File: src/hdl/esv_pkg.sv
// Purpose: constants for the event and software interrupt vectoring block
// Assumes: one core clock, asynchronous active-high reset
// Notes: vectors are 16-bit byte addresses, event vectors in page zero, software vectors in page one
package esv_pkg;
    localparam int          ESV_NUM_EVT    = 9;
    localparam int          ESV_NUM_SW     = 7;
    localparam int          ESV_NUM_SRC    = ESV_NUM_EVT + ESV_NUM_SW;
    localparam int          ESV_PRIO_W     = 4;
    localparam int          ESV_FIELD_W    = 3;
    localparam int          ESV_VEC_W      = 16;
    localparam int          ESV_LO_POS     = 0;
    localparam int          ESV_HI_POS     = 4;
    localparam logic [3:0]  ESV_PRIO_BIAS  = 4'h8;
    localparam logic [15:0] ESV_SW_BASE    = 16'h0100;
    localparam logic [15:0] ESV_SW_STEP    = 16'h0004;
    localparam logic [7:0]  ESV_PRIO_RST   = 8'h00;
    localparam logic [15:0] ESV_VEC_RST    = 16'h0000;
    // event vectors in rank order 2..10
    localparam logic [15:0] ESV_EVT_VEC [ESV_NUM_EVT] = '{
        16'h0080, 16'h0084, 16'h0088, 16'h008c, 16'h0090,
        16'h00a0, 16'h00a4, 16'h00a8, 16'h00ac};
endpackage : esv_pkg

File: src/hdl/esv_src_if.sv
`timescale 1ns/1ps
// Purpose: per-source request, priority and vector bundle
// Assumes: index 0..8 events in rank order, 9..15 software 1..7
// Notes: none
interface esv_src_if;
    import esv_pkg::*;
    logic [ESV_NUM_SRC-1:0] req;
    logic [ESV_PRIO_W-1:0]  prio [ESV_NUM_SRC];
    logic [ESV_VEC_W-1:0]   vec  [ESV_NUM_SRC];
    logic                   any;
    logic [ESV_PRIO_W-1:0]  win_prio;
    logic [ESV_VEC_W-1:0]   win_vec;
    modport src (output req, prio, vec, input any, win_prio, win_vec);
    modport arb (input req, prio, vec, output any, win_prio, win_vec);
endinterface : esv_src_if

File: src/hdl/esv_arbiter.sv
`timescale 1ns/1ps
// Purpose: pick highest priority request, lowest index on a tie
// Assumes: inputs already gated
// Notes: purely combinational
module esv_arbiter
    import esv_pkg::*;
(
    esv_src_if.arb s
);
    ////////////////////////////////////////////////////////////////////////
    always_comb begin
        s.any      = 1'b0;
        s.win_prio = '0;
        s.win_vec  = ESV_VEC_RST;
        // strict greater keeps the lower index on ties
        for (int i = 0; i < ESV_NUM_SRC; i++) begin
            if (s.req[i] && (!s.any || s.prio[i] > s.win_prio)) begin
                s.any      = 1'b1;
                s.win_prio = s.prio[i];
                s.win_vec  = s.vec[i];
            end
        end
    end
endmodule : esv_arbiter

File: src/hdl/esv_vectoring.sv
`timescale 1ns/1ps
// Purpose: event and software interrupt source table with vector selection
// Assumes: flags and config inputs synchronous to clk_i
// Notes: outputs registered, one cycle after inputs
module esv_vectoring
    import esv_pkg::*;
(
    input  wire logic                   clk_i,
    input  wire logic                   reset_i,
    input  wire logic                   ext_irq0_flag_i,
    input  wire logic                   timer0_overflow_flag_i,
    input  wire logic                   ext_irq1_flag_i,
    input  wire logic                   timer1_overflow_flag_i,
    input  wire logic                   timer2_overflow_flag_i,
    input  wire logic                   timer2_external_flag_i,
    input  wire logic                   uart0_rx_done_flag_i,
    input  wire logic                   uart0_tx_done_flag_i,
    input  wire logic                   uart1_rx_done_flag_i,
    input  wire logic                   uart1_tx_done_flag_i,
    input  wire logic                   global_irq_enable_i,
    input  wire logic                   ext_irq0_enable_i,
    input  wire logic                   timer0_irq_enable_i,
    input  wire logic                   ext_irq1_enable_i,
    input  wire logic                   timer1_irq_enable_i,
    input  wire logic                   timer2_irq_enable_i,
    input  wire logic                   uart0_rx_irq_enable_i,
    input  wire logic                   uart0_tx_irq_enable_i,
    input  wire logic                   uart1_rx_irq_enable_i,
    input  wire logic                   uart1_tx_irq_enable_i,
    input  wire logic [7:0]             prio_cfg_a_i,
    input  wire logic [7:0]             prio_cfg_b_i,
    input  wire logic [7:0]             prio_cfg_c_i,
    input  wire logic [7:0]             prio_cfg_e_i,
    input  wire logic [7:0]             prio_cfg_f_i,
    input  wire logic [ESV_NUM_SW-1:0]  soft_irq_request_i,
    input  wire logic [ESV_NUM_SW-1:0]  soft_irq_enable_i,
    output logic                        irq_valid_o,
    output logic [ESV_PRIO_W-1:0]       irq_prio_o,
    output logic [ESV_VEC_W-1:0]        irq_vector_o,
    output logic [ESV_NUM_SRC-1:0]      irq_pending_o
);
    ////////////////////////////////////////////////////////////////////////
    // event sources in rank order
    esv_src_if s ();

    wire logic [ESV_NUM_EVT-1:0] evt_flag = {
        uart1_tx_done_flag_i, uart1_rx_done_flag_i,
        uart0_tx_done_flag_i, uart0_rx_done_flag_i,
        timer2_overflow_flag_i | timer2_external_flag_i,
        timer1_overflow_flag_i, ext_irq1_flag_i,
        timer0_overflow_flag_i, ext_irq0_flag_i};
    wire logic [ESV_NUM_EVT-1:0] evt_en = {
        uart1_tx_irq_enable_i, uart1_rx_irq_enable_i,
        uart0_tx_irq_enable_i, uart0_rx_irq_enable_i,
        timer2_irq_enable_i, timer1_irq_enable_i, ext_irq1_enable_i,
        timer0_irq_enable_i, ext_irq0_enable_i};
    wire logic [ESV_FIELD_W-1:0] evt_field [ESV_NUM_EVT];
    assign evt_field[0] = prio_cfg_a_i[ESV_LO_POS +: ESV_FIELD_W];
    assign evt_field[1] = prio_cfg_a_i[ESV_HI_POS +: ESV_FIELD_W];
    assign evt_field[2] = prio_cfg_b_i[ESV_LO_POS +: ESV_FIELD_W];
    assign evt_field[3] = prio_cfg_b_i[ESV_HI_POS +: ESV_FIELD_W];
    assign evt_field[4] = prio_cfg_c_i[ESV_LO_POS +: ESV_FIELD_W];
    assign evt_field[5] = prio_cfg_e_i[ESV_LO_POS +: ESV_FIELD_W];
    assign evt_field[6] = prio_cfg_e_i[ESV_HI_POS +: ESV_FIELD_W];
    assign evt_field[7] = prio_cfg_f_i[ESV_LO_POS +: ESV_FIELD_W];
    assign evt_field[8] = prio_cfg_f_i[ESV_HI_POS +: ESV_FIELD_W];

    ////////////////////////////////////////////////////////////////////////
    genvar g;
    generate
        for (g = 0; g < ESV_NUM_EVT; g++) begin : g_evt
            wire logic nz = (evt_field[g] != '0);
            assign s.prio[g] = nz ? ({1'b0, evt_field[g]} + ESV_PRIO_BIAS) : '0;
            assign s.req[g]  = evt_flag[g] & evt_en[g] & global_irq_enable_i & nz;
            assign s.vec[g]  = ESV_EVT_VEC[g];
        end
        for (g = 0; g < ESV_NUM_SW; g++) begin : g_sw
            assign s.prio[ESV_NUM_EVT+g] = ESV_PRIO_W'(g + 1);
            assign s.req[ESV_NUM_EVT+g]  = soft_irq_request_i[g] & soft_irq_enable_i[g];
            assign s.vec[ESV_NUM_EVT+g]  = ESV_SW_BASE + ESV_SW_STEP * ESV_VEC_W'(g);
        end
    endgenerate

    esv_arbiter u_arb (.s(s));

    ////////////////////////////////////////////////////////////////////////
    always_ff @(posedge clk_i or posedge reset_i) begin
        if (reset_i) begin
            irq_valid_o   <= 1'b0;
            irq_prio_o    <= '0;
            irq_vector_o  <= ESV_VEC_RST;
            irq_pending_o <= '0;
        end else begin
            irq_valid_o   <= s.any;
            irq_prio_o    <= s.win_prio;
            irq_vector_o  <= s.win_vec;
            irq_pending_o <= s.req;
        end
    end
endmodule : esv_vectoring

File: config.mk
export PLATFORM = sky130hd
export DESIGN_NAME = esv_vectoring
export DESIGN_NICKNAME = d
export VERILOG_FILES = /design/src/hdl/esv_pkg.sv /design/src/hdl/esv_src_if.sv /design/src/hdl/esv_arbiter.sv /design/src/hdl/esv_vectoring.sv
export SDC_FILE = /design/constraint.sdc
export NUM_CORES = 1
export LEC_CHECK = 0
export BUFFER_PORTS_ARGS = -buffer_cell sky130_fd_sc_hd__buf_2
export CORE_MARGIN = 3
export CORE_UTILIZATION = 30
export CTS_CLUSTER_DIAMETER = 60
export CTS_CLUSTER_SIZE = 25
export DETAILED_ROUTE_END_ITERATION = 10
export PLACE_DENSITY = 0.47
export RECOVER_POWER = 25
export SYNTH_ARGS = -nofsm -noshare
export SYNTH_HDL_FRONTEND = slang
export SYNTH_HIERARCHICAL = 1
export SYNTH_SLANG_ARGS = --single-unit
File: constraint.sdc
create_clock -name clk_i -period 1.9 [get_ports clk_i]
set_input_delay 0.19 -clock clk_i [delete_from_list [all_inputs] [get_ports clk_i]]
set_output_delay 0.19 -clock clk_i [all_outputs]
set_load 0.02 [all_outputs]
## Word level (Yosys, flattened, before mapping)

Cells that the tools add are included.

- Word-level logic and storage cells: 174
- Input bits: 76
- Output and inout port bits: 37
- Flip-flop bits (word level): 37

- Multiplexer cells: 57
- $lt $le $gt $ge: 15
- $add $sub $neg: 9
- Reductions and logical operators: 54
- Bitwise logic cells: 35

Operators with widths:

| cell | count |
|---|---|
| two-way mux 4 bit | 25 |
| two-way mux 8 bit | 9 |
| two-way mux 9 bit | 7 |
| adder 3 x 4 -> 4 bit (second input constant) | 9 |
| AND 1 bit | 34 |
| greater-than comparator 4 bit | 8 |
| nonzero test 3 bit | 9 |
| greater-than comparator 3 x 4 -> 1 bit (first input constant) | 4 |
| two-way mux 1 bit | 16 |
| logical AND 1 bit | 15 |
| logical NOT 1 bit | 15 |
| logical OR 1 bit | 15 |
| greater-than comparator 2 x 4 -> 1 bit (first input constant) | 2 |
| greater-than comparator 1 x 4 -> 1 bit (first input constant) | 1 |
| bitwise OR 1 bit | 1 |

## Logic depth before layout (Yosys ltp)

Gate-level depths: netlist (run 1).

- Depth in word-level cells: 64
- Depth in mapped cells: 159
- Gate-level depth less buffers: 141

## Modules after synthesis

Netlist (run 1), hierarchy kept.

Modules (own cells, without submodules):

| module | seq. area each (um^2) | area each (um^2) | instances | cells each |
|---|---|---|---|---|
| esv_arbiter | 0.0 | 5,816.8 | 1 | 926 |
| esv_vectoring | 925.9 | 1,310.0 | 1 | 92 |

## Least setup slack after synthesis (run 1)

Ideal clock, no wire load.

- Kind: input to register
- Start point: input prio_cfg_a_i[0]
- End point: register irq_vector_o[14]
- Setup slack: -23.406 ns
- Buffers on the path: 20
- Data required time: 1.772 ns
- Cell stages on the path: 142
- Arrival time: 25.177 ns
- Path through: or3_4 > and4_1 > buf_4 > clkbuf_1 > and2_1 > ha_1 > and2b_1 > o21bai_4 > a41oi_4 > nand2_1 > o21ai_0 > inv_1 > ha_1 > a21o_1 > nand3_1 > mux2i_1 > o21ai_1 > a21boi_0 > (+106 left out) > a21oi_1 > a41o_1 > nand2_1 > nand2_1 > clkbuf_1 > a21o_1 > ha_1 > nor2b_1 > o21ai_0 > nand2b_1 > a21oi_1 > a41oi_1 > o21a_1 > or3_1 > buf_1 > clkbuf_1 > o31ai_1 > a31oi_1

RTL lines:

| element | RTL line | RTL |
|---|---|---|
| start: declaration | esv_vectoring.sv:30 | `input wire logic [7:0] prio_cfg_a_i,` |
| end signal: assignment | esv_vectoring.sv:96 | `irq_vector_o <= s.win_vec;` |
| end: declaration | esv_vectoring.sv:39 | `output logic [ESV_VEC_W-1:0] irq_vector_o,` |

==> results of run 1 <==
## cells in the final DEF, fill, tap and decap left out, types with 7 or more instances in the layout
master / count
conb_1: 322
buf_4: 273
nand2_1: 131
buf_2: 97
o21ai_0: 74
nor2_1: 62
a21oi_1: 50
inv_1: 42
dfrtp_1: 37
o211ai_1: 35
mux2i_1: 30
ha_1: 27
ha_4: 20
nand3_1: 19
or3_1: 18
a211o_1: 18
o311ai_0: 18
a211oi_1: 18
a21oi_2: 17
buf_6: 16
a21o_1: 16
a31oi_1: 14
a31oi_4: 13
or3_4: 12
and2_1: 12
o21ai_2: 12
o21a_1: 11
o21ai_1: 10
o31ai_1: 9
o31ai_2: 8
nand2b_1: 7
and2_4: 7
## what timing repair did
action	4_1_cts	5_1_grt
pin swaps	57	103
hold buffers	1	0
endpoints found under the hold margin	17	0
buffers inserted	25	22
cloned	4	0
setup endpoints to repair	21	21
gates resized for setup	66	102
## kinds of logic after synthesis
logic type | Yosys count | synth area share
compound gates | 404 | 0.396
buf+inv | 138 | 0.0843
other cells | 2 | 0.00105
xor+xnor | 2 | 0.00246
simple gates | 345 | 0.239
fa+ha+maj | 51 | 0.0888
flops | 37 | 0.130
mux | 39 | 0.0586
## metal layers
layer  vias up  routed length, um  track usage
met4         0                234       0.0355
met5         -                  0            0
met3        13                458       0.0117
met2        97              12500        0.331
met1      3882              11300        0.237
li1       4762                  -            -
## Yosys cell counts, drive strengths merged, types with 25 or more instances
master and instances:
o211ai 35, dfrtp 37, a21oi 69, mux2i 33
nand2 139, nor2 67, a31oi 28, nand3 25
ha 49, or3 30, clkbuf 60, o21ai 99
inv 47
## sequential cells by signal, indices dropped and copies added (netlist names)
signal,count
irq_pending_o,16
irq_vector_o,16
irq_prio_o,4
irq_valid_o,1
## final cells by class
cell class | count | area (um2)
tap | 313 | 392
inverter | 47 | 176
timing repair buffer | 396 | 2920
clock inverter | 2 | 38.8
fill | 2231 | 10500
sequential | 37 | 926
clock buffer | 6 | 129
multi-input combinational | 1163 | 7940
## power breakdown
group          internal (W)  total (W)  switching (W)
combinational       0.00387    0.00769        0.00382
clock              0.000622   0.000968       0.000346
sequential          0.00103    0.00108      0.0000544
total               0.00552    0.00974        0.00422
## worst paths after layout
check | from | end | cells past startpoint
worst max-delay path | prio_cfg_a_i[2] | irq_vector_o[9] | 129
worst min-delay path | soft_irq_enable_i[6] | irq_pending_o[15] | 2
min in group asynchronous | reset_i | irq_vector_o[10] | 3
max in group asynchronous | reset_i | irq_pending_o[13] | 4
## through the flow
step	power [W]	instances	setup WS, ps	cell area [um2]
after floorplan	0.00497	1338	-21150	8850
after global placement	0.00698	1906	-20320	11000
after detailed placement	0.00699	1906	-20550	11000
after CTS	0.00867	1943	-19570	11800
after global routing	0.0105	1964	-20830	12500
final	0.00974	1964	-19750	12500
==> metrics.yaml, run 1 <==
htreeDepth: 2
syn_area_per_cell_um2: 7.00
netlist.area_leader.share: 0.130
leakage_nw: 5.84
clk_pin_slew_ps: 60
report.final.slew_viol_count: 0
die_h_um: 160
ys_ff_latch: 37
n_antenna_cell: 0
tritoncts: "done"
cp_max_fo: 7
start_util: 0.310
viasPerCell: 4.46
setup_tns_ps: -395880
yosys_warnings: 6
async_reset_ff_frac: 1.00
drtPass1Iterations: 5
dp_hpwl_um: 19000
crit_required_ps: 2060
drive_gt1_frac: 0.359
die_area_um2: 25600
chipWidth_um: 160
grt-ovfl-total: 0
postRouteAntennaNets: 0
ys_seq_area_frac: 0.130
core-area_um2: 23000
peakVddDrop_mv: 0.480
port_buffers: 99
setup_viol: 21
status: "finished, violations left"
path_buf_inv: 9
post-route-util: 0.545
clkSinkCount: 37
cp_top_family: "compound AO/OA/AOI/OAI gates"
synth-edff-count: 0
critPathMostFrequentCell: "ha_4"
power.density_nw_per_um2: 778
grt_usage: 0.182
hold_path_class: "in -> reg"
crit_type: "in -> reg"
cts_buffers: 5
netlist_instances: 1018
syn_area_um2: 7130
tightest_slew_ps: 852
grt_max_degree: 36
period_share: 11.4
wl_um: 24600
drc: 0
cts_buffer_depth: 2
fmax_mhz: 46.2
finalWorstSetupSlack_ps: -19750
cp.arrival_ps: 21810
synthFlopType: "dfrtp_1"
relSlewSlack: 0.425
critPathCaptureType: "flop"
cpPeakStageDelay_ps: 410
hold_viol: 0
rsz0062_at_grt: "yes"
nets: 1775
synth.distinct_cells: 90
grt_pass1_wl_um: 39600
syn_to_final_growth_pct: 75.7
synth_top_cell_by_area: "dfrtp_1"
grt_pass1_vias: 8085
fin_crit_ps: 21650
place.gp.congestion: 0.856
vias: 8754
antenna_found_initial: 0
drt_iter0_markers: 247
io_pins: 113
root_buffer: "clkbuf_16"
synth_area_leaders: "dfrtp_1 (13%), ha_1 (8.6%), nand2_1 (7.3%)"
violations: "negative setup slack"
whs_ps: 237
num_rows: 55
maxCapViolations: 0
slowest_stage: "a221o_1"
wl_per_cell_um: 12.5
crit_path_start_kind: "input port"
(Power assumes the default switching activity.)
==> run 2, diff against run 1 <==
- CELL_PAD_IN_SITES_DETAIL_PLACEMENT: not set -> 2
- CELL_PAD_IN_SITES_GLOBAL_PLACEMENT: not set -> 2
- CTS_BUF_LIST: not set -> sky130_fd_sc_hd__clkbuf_4 sky130_fd_sc_hd__clkbuf_8 sky130_fd_sc_hd__clkbuf_16
- PLACE_DENSITY: 0.47 -> not set
- PLACE_DENSITY_LB_ADDON: not set -> 0.1
==> run 2 against run 1 <==
  * The run now fails in 3_5_place_dp
  * Synthesized area did not move
  * Synthesized cell count did not move
==> metrics.yaml, run 2 <==
netlist.area_leader.share: 0.130  # unchanged
chipWidth_um: 160  # unchanged
haltStage: "3_5_place_dp"
post-synth-top-count-cell: "nand2_1"
netlist_instances: 1018  # unchanged
port_buffers: 99  # unchanged
num_rows: 55  # unchanged
async_reset_ff_frac: 1.00  # unchanged
synth_top_cell_by_area: "dfrtp_1"
synth.top_cells.by_count: "nand2_1 (139), o21ai_0 (90), a21oi_1 (67)"
synth_area_leaders: "dfrtp_1 (13%), ha_1 (8.6%), nand2_1 (7.3%)"
synth_xor_area_frac: 0.00246  # unchanged
status: "did not finish"
syn_area_um2: 7130  # unchanged
die_h_um: 160  # unchanged
syn_area_per_cell_um2: 7.00  # unchanged
synth-edff-count: 0  # unchanged
error: "[ERROR DPL-0033] detailed placement checks failed during check placement."
synth-compound-area-share: 0.396  # unchanged
synthFlopType: "dfrtp_1"
synth_top_family_by_area: "compound AO/OA/AOI/OAI gates"
synth-simple-area-share: 0.239  # unchanged
dp_hpwl_um: 33500  # +76%
start_util: 0.310  # unchanged
place.gp.congestion: 0.887  # +3.7%
yosys_warnings: 6  # unchanged
io_pins: 113  # unchanged
synth_adder_area_share: 0.0888  # unchanged
ys_ff_latch: 37  # unchanged
ys_seq_area_frac: 0.130  # unchanged
synthMuxAreaShare: 0.0586  # unchanged
synth.distinct_cells: 90  # unchanged
## run 2: cell counts after synthesis
No cell type changed its count.
## run 2: logic make-up after synthesis
family / Yosys count
other: 2
AOI/OAI and AO/OA: 404
xor gates and xnor gates: 2
muxes: 39
adders and majority gates: 51
buffers and inverters: 138
DFF: 37
and+or+nand+nor: 345
## run 2: stage by stage
| stage | hold slack, ps | std cells | area [um2] | setup TNS [ps] |
|---|---|---|---|---|
| 2_1_floorplan | 341 | 1338 | 8850 | -422400 |
| 3_3_place_gp | 191 | 1903 | 11000 | -409480 |
==> run 3, diff against run 2 <==
- CELL_PAD_IN_SITES_DETAIL_PLACEMENT: 2 -> not set
- CELL_PAD_IN_SITES_GLOBAL_PLACEMENT: 2 -> not set
- CORE_UTILIZATION: 30 -> 20
- CTS_BUF_LIST: sky130_fd_sc_hd__clkbuf_4 sky130_fd_sc_hd__clkbuf_8 sky130_fd_sc_hd__clkbuf_16 -> not set
- CTS_CLUSTER_DIAMETER: 60 -> not set
- CTS_CLUSTER_SIZE: 25 -> not set
- PLACE_DENSITY_LB_ADDON: 0.1 -> 0.15
==> run 3 against run 2 <==
  * The flow now finishes, with violations (negative setup slack)
==> metrics.yaml, run 3 (synthesis results as in run 1) <==
status: "finished, violations left"
violations: "negative setup slack"
tritoncts: "done"
postRouteAntennaNets: 0
viasPerCell: 4.14
drtPass1Iterations: 4
largest_registers: "irq_pending_o (16), irq_vector_o (16), irq_prio_o (4)"
crit_required_ps: 2080
cp.depth: 126
num_rows: 68  # +24%
post-route-util: 0.361
grt_usage: 0.131
chipWidth_um: 195  # +22%
cts_buffers: 5
cp.arrival_ps: 21850
report.final.slew_viol_count: 0
htreeDepth: 2
hold_viol: 0
n_antenna_cell: 0
fin_crit_ps: 21670
start_util: 0.205  # -0.105
syn_to_final_growth_pct: 76.4
die_h_um: 195  # +22%
tightest_slew_ps: 1080
clkSinkCount: 37
maxCapViolations: 0
crit_path_start_kind: "input port"
multi_input_area_um2: 7890
hold_path_class: "in -> async"
wl_per_cell_um: 12.5
port_buffers: 99  # unchanged
seq_area_um2: 926
critPathMostFrequentCell: "ha_4"
postLayoutCellArea_um2: 12600
antenna_found_initial: 0
wl_um: 26400
dpl-instance-area_um2: 11100
slowest_stage: "a2111o_1"
core-area_um2: 34800
root_buffer: "clkbuf_16"
grt_pass1_vias: 8220
layout.cells.most_common: "conb_1"
rsz0062_at_grt: "yes"
nets: 1774
drive_gt1_frac: 0.362
fill_cells: 3673
drt_iter0_markers: 198
clk_pin_slew_ps: 60
fmax_mhz: 46.1
crit_type: "in -> reg"
grt_pass1_wl_um: 41700
cp_top_family: "compound AO/OA/AOI/OAI gates"
dp_hpwl_um: 20300  # -39%
mostFrequentLayoutCells: "conb_1 (322), buf_4 (280), nand2_1 (129)"
grt-ovfl-total: 0
drc: 0
place.gp.congestion: 0.815  # -8.2%
setup_viol: 21
cts_buffer_depth: 2
cpPeakStageDelay_ps: 470
grt_max_degree: 41
period_share: 11.4
cp_max_fo: 15
io_pins: 113  # unchanged
vias: 8715
critPathCaptureType: "flop"
relSlewSlack: 0.281
pre_cts_slack_ps: -21260
die_area_um2: 37900
path_buf_inv: 6
peakVddDrop_mv: 0.495
leakage_nw: 5.80
power.density_nw_per_um2: 739
finalWorstSetupSlack_ps: -19770
dp.cells: 2041
fin_cells: 2105
==> run 3: routing by layer <==
layer,part of all wire,global-route usage
met5,0,0
met4,0.016,0.0298
met3,0.019,0.0132
met2,0.50,0.229
met1,0.47,0.175
==> run 3: layout make-up <==
cell class                      count  share of cell area
Clock buffer                        5             0.00995
Clock inverter                      3             0.00368
Inverter                           47              0.0142
Multi-Input combinational cell   1163               0.627
Sequential cell                    37              0.0736
Tap cell                          455              0.0453
Timing Repair Buffer              395               0.226
==> run 3: worst paths after layout <==
path	from	to	slack, ps
setup / recovery	prio_cfg_a_i[2]	irq_vector_o[10]	-19770
hold / removal	reset_i	irq_pending_o[6]	220
max in group asynchronous	reset_i	irq_prio_o[0]	1010
min in group clk_i	soft_irq_enable_i[6]	irq_pending_o[15]	220
==> run 3: through the flow <==
| stage | hold WS, ps | setup TNS (ps) | power [W] |
|---|---|---|---|
| after floorplan | 341 | -422400 | 0.00497 |
| after global placement | 361 | -418910 | 0.00695 |
| after detailed placement | 368 | -425520 | 0.00698 |
| after CTS | 31.2 | -399030 | 0.00834 |
| after global routing | 243 | -420460 | 0.0101 |
| final | 217 | -395760 | 0.00929 |
==> run 3: timing repair <==
| action | 4_1_cts | 5_1_grt |
|---|---|---|
| setup endpoints to repair | 21 | 21 |
| gates resized for setup | 49 | 106 |
| pin swaps | 23 | 84 |
| gates cloned | 0 | 4 |
| buffers inserted | 18 | 35 |
| hold buffers | 0 | 0 |
==> run 3: power by group <==
| part | internal (W) | switching (W) | total (W) |
|---|---|---|---|
| sequential | 0.00103 | 0.0000506 | 0.00108 |
| clock | 0.000623 | 0.000408 | 0.00103 |
| combinational | 0.00355 | 0.00363 | 0.00718 |
| total | 0.00520 | 0.00409 | 0.00929 |
==> run 4, diff against run 3 <==
- CORE_ASPECT_RATIO: not set -> 0.9
==> run 4 against run 3 <==
  * Sequential power barely moved
  * Sequential share of layout area fell by 0.30 points
  * Global-route usage rose by 1.1 points
  * The flow still finishes with violations (negative setup slack)
  * Non-clock buffer count rose by 61
==> metrics.yaml, run 4 (synthesis results as in run 1) <==
status: "finished, violations left"
violations: "negative setup slack"
port_buffers: 99  # unchanged
place.gp.congestion: 0.855  # +4.9%
tightest_slew_ps: 821  # -258 ps
core-area_um2: 34600  # -0.59%
hold_path_class: "in -> reg"
fill_cells: 3646  # -0.74%
drive_gt1_frac: 0.390  # +0.0280
maxCapViolations: 0  # unchanged
cp.arrival_ps: 22200  # +350 ps
htreeDepth: 2  # unchanged
use_met3: 0.0114  # -0.00175
p_sw_w: 0.00432  # +5.6%
die_h_um: 185  # -5.0%
path_buf_inv: 40  # +34
drt_iter0_markers: 292  # +47%
power.density_nw_per_um2: 757  # +2.5%
report.final.slew_viol_count: 0  # unchanged
vias: 8996  # +3.2%
clkPwrFrac: 0.092  # -0.019
crit_required_ps: 2060  # -20 ps
cp_max_fo: 7  # -8
dp_hpwl_um: 21400  # +5.7%
fmax_mhz: 45.4  # -1.7%
leakage_nw: 6.11  # +5.4%
pre_cts_slack_ps: -21300  # -44.2 ps
slowest_stage: "or3_4"
switching_share: 0.435  # -0.00522
hold_viol: 0  # unchanged
crit_type: "in -> reg"
largest_registers: "irq_pending_o (16), irq_vector_o (16), irq_prio_o (4)"
grt_max_degree: 35  # -15%
period_share: 11.6  # +0.194
mostFrequentLayoutCells: "buf_4 (335), conb_1 (322), nand2_1 (128)"
num_rows: 64  # -5.9%
cts_buffers: 5  # unchanged
viasPerCell: 4.14  # about the same
setup_viol: 21  # unchanged
syn_to_final_growth_pct: 84.0
comb_power_share: 0.799  # +0.026
chipWidth_um: 205  # +5.2%
grt_pass1_vias: 8568  # +4.2%
critPathCaptureType: "flop"
relSlewSlack: 0.446  # +0.165
start_util: 0.206  # +0.00121
grt-ovfl-total: 0  # unchanged
tritoncts: "done"
grt_busiest_layer: "met2"
drc: 0  # unchanged
wl_um: 27300  # +3.5%
finalWorstSetupSlack_ps: -20140  # -368 ps
root_buffer: "clkbuf_16"
critPathMostFrequentCell: "buf_4"
cp_top_family: "compound AO/OA/AOI/OAI gates"
peakVddDrop_mv: 0.355  # -28%
postLayoutCellArea_um2: 13100  # +4.3%
rsz0062_at_grt: "yes"
cts_buffer_depth: 2  # unchanged
grt_pass1_wl_um: 44100  # +5.8%
die_area_um2: 37900  # about the same
grtUsageMet1: 0.210  # +0.0355
power_w: 0.00993  # +6.9%
p_seq_frac: 0.110  # -0.006
clkSinkCount: 37  # unchanged
cpPeakStageDelay_ps: 470  # about the same
io_pins: 113  # unchanged
nets: 1835  # +3.4%
postRouteAntennaNets: 0  # unchanged
power.internal_w: 0.00561  # +7.9%
wl_per_cell_um: 12.6  # +0.30%
layout.cells.most_common: "buf_4"
drtPass1Iterations: 5  # +1
clk_pin_slew_ps: 50  # about the same
grt_usage: 0.142  # +0.0113
crit_path_start_kind: "input port"
fin_crit_ps: 22040  # +368 ps
n_antenna_cell: 0  # unchanged
antenna_found_initial: 0  # unchanged
gr-usage-met2: 0.231  # +0.00199
dpl-instance-area_um2: 11300  # +1.4%
[run 4: stage by stage]
step	TNS, ps	std cells	util	hold WS, ps
2_1_floorplan	-422400	1338	-	341
3_3_place_gp	-425370	2070	0.327	105
3_5_place_dp	-427260	2070	0.327	107
4_1_cts	-399060	2156	0.362	172
5_1_grt	-428230	2173	0.379	236
6_report	-403720	2173	0.379	244
[run 4: final timing paths]
path	startpoint	end	slack [ps]	cells past startpoint
max in group asynchronous	reset_i	irq_prio_o[2]	910	4
min in group asynchronous	reset_i	irq_pending_o[5]	390	3
hold / removal	soft_irq_enable_i[6]	irq_pending_o[15]	240	2
setup / recovery	prio_cfg_a_i[2]	irq_vector_o[0]	-20140	134
[run 4: layer usage]
metal | up-vias | share of wire
met4 | 0 | 0.0061
met3 | 6 | 0.017
met2 | 69 | 0.45
li1 | 4880 | -
met1 | 4041 | 0.53
met5 | - | 0
[run 4: what timing repair did]
action	CTS	global route
endpoints found under the hold margin	6	0
gates resized for setup	109	79
cloned	3	0
setup buffers	75	17
hold buffers	1	0
endpoints found under the setup margin	21	21
pin swaps	97	89
[run 4: layout make-up]
class,instances,area [um2],area share
Sequential cell,37,926,0.0706
Inverter,47,176,0.0135
Tap cell,462,578,0.0441
Clock inverter,2,13.8,0.00105
Clock buffer,6,139,0.0106
Multi-Input combinational cell,1163,7950,0.606
Timing Repair Buffer,456,3330,0.254
[run 4: power groups by stage]
stage | Clock [W] | Combinational, W | Sequential [W]
6_report | 0.000910 | 0.00793 | 0.00109
4_1_cts | 0.000948 | 0.00718 | 0.00110
3_5_place_dp | 0 | 0.00597 | 0.00111
5_1_grt | 0.000978 | 0.00870 | 0.00111
3_3_place_gp | 0 | 0.00596 | 0.00111
2_1_floorplan | 0 | 0.00356 | 0.00141
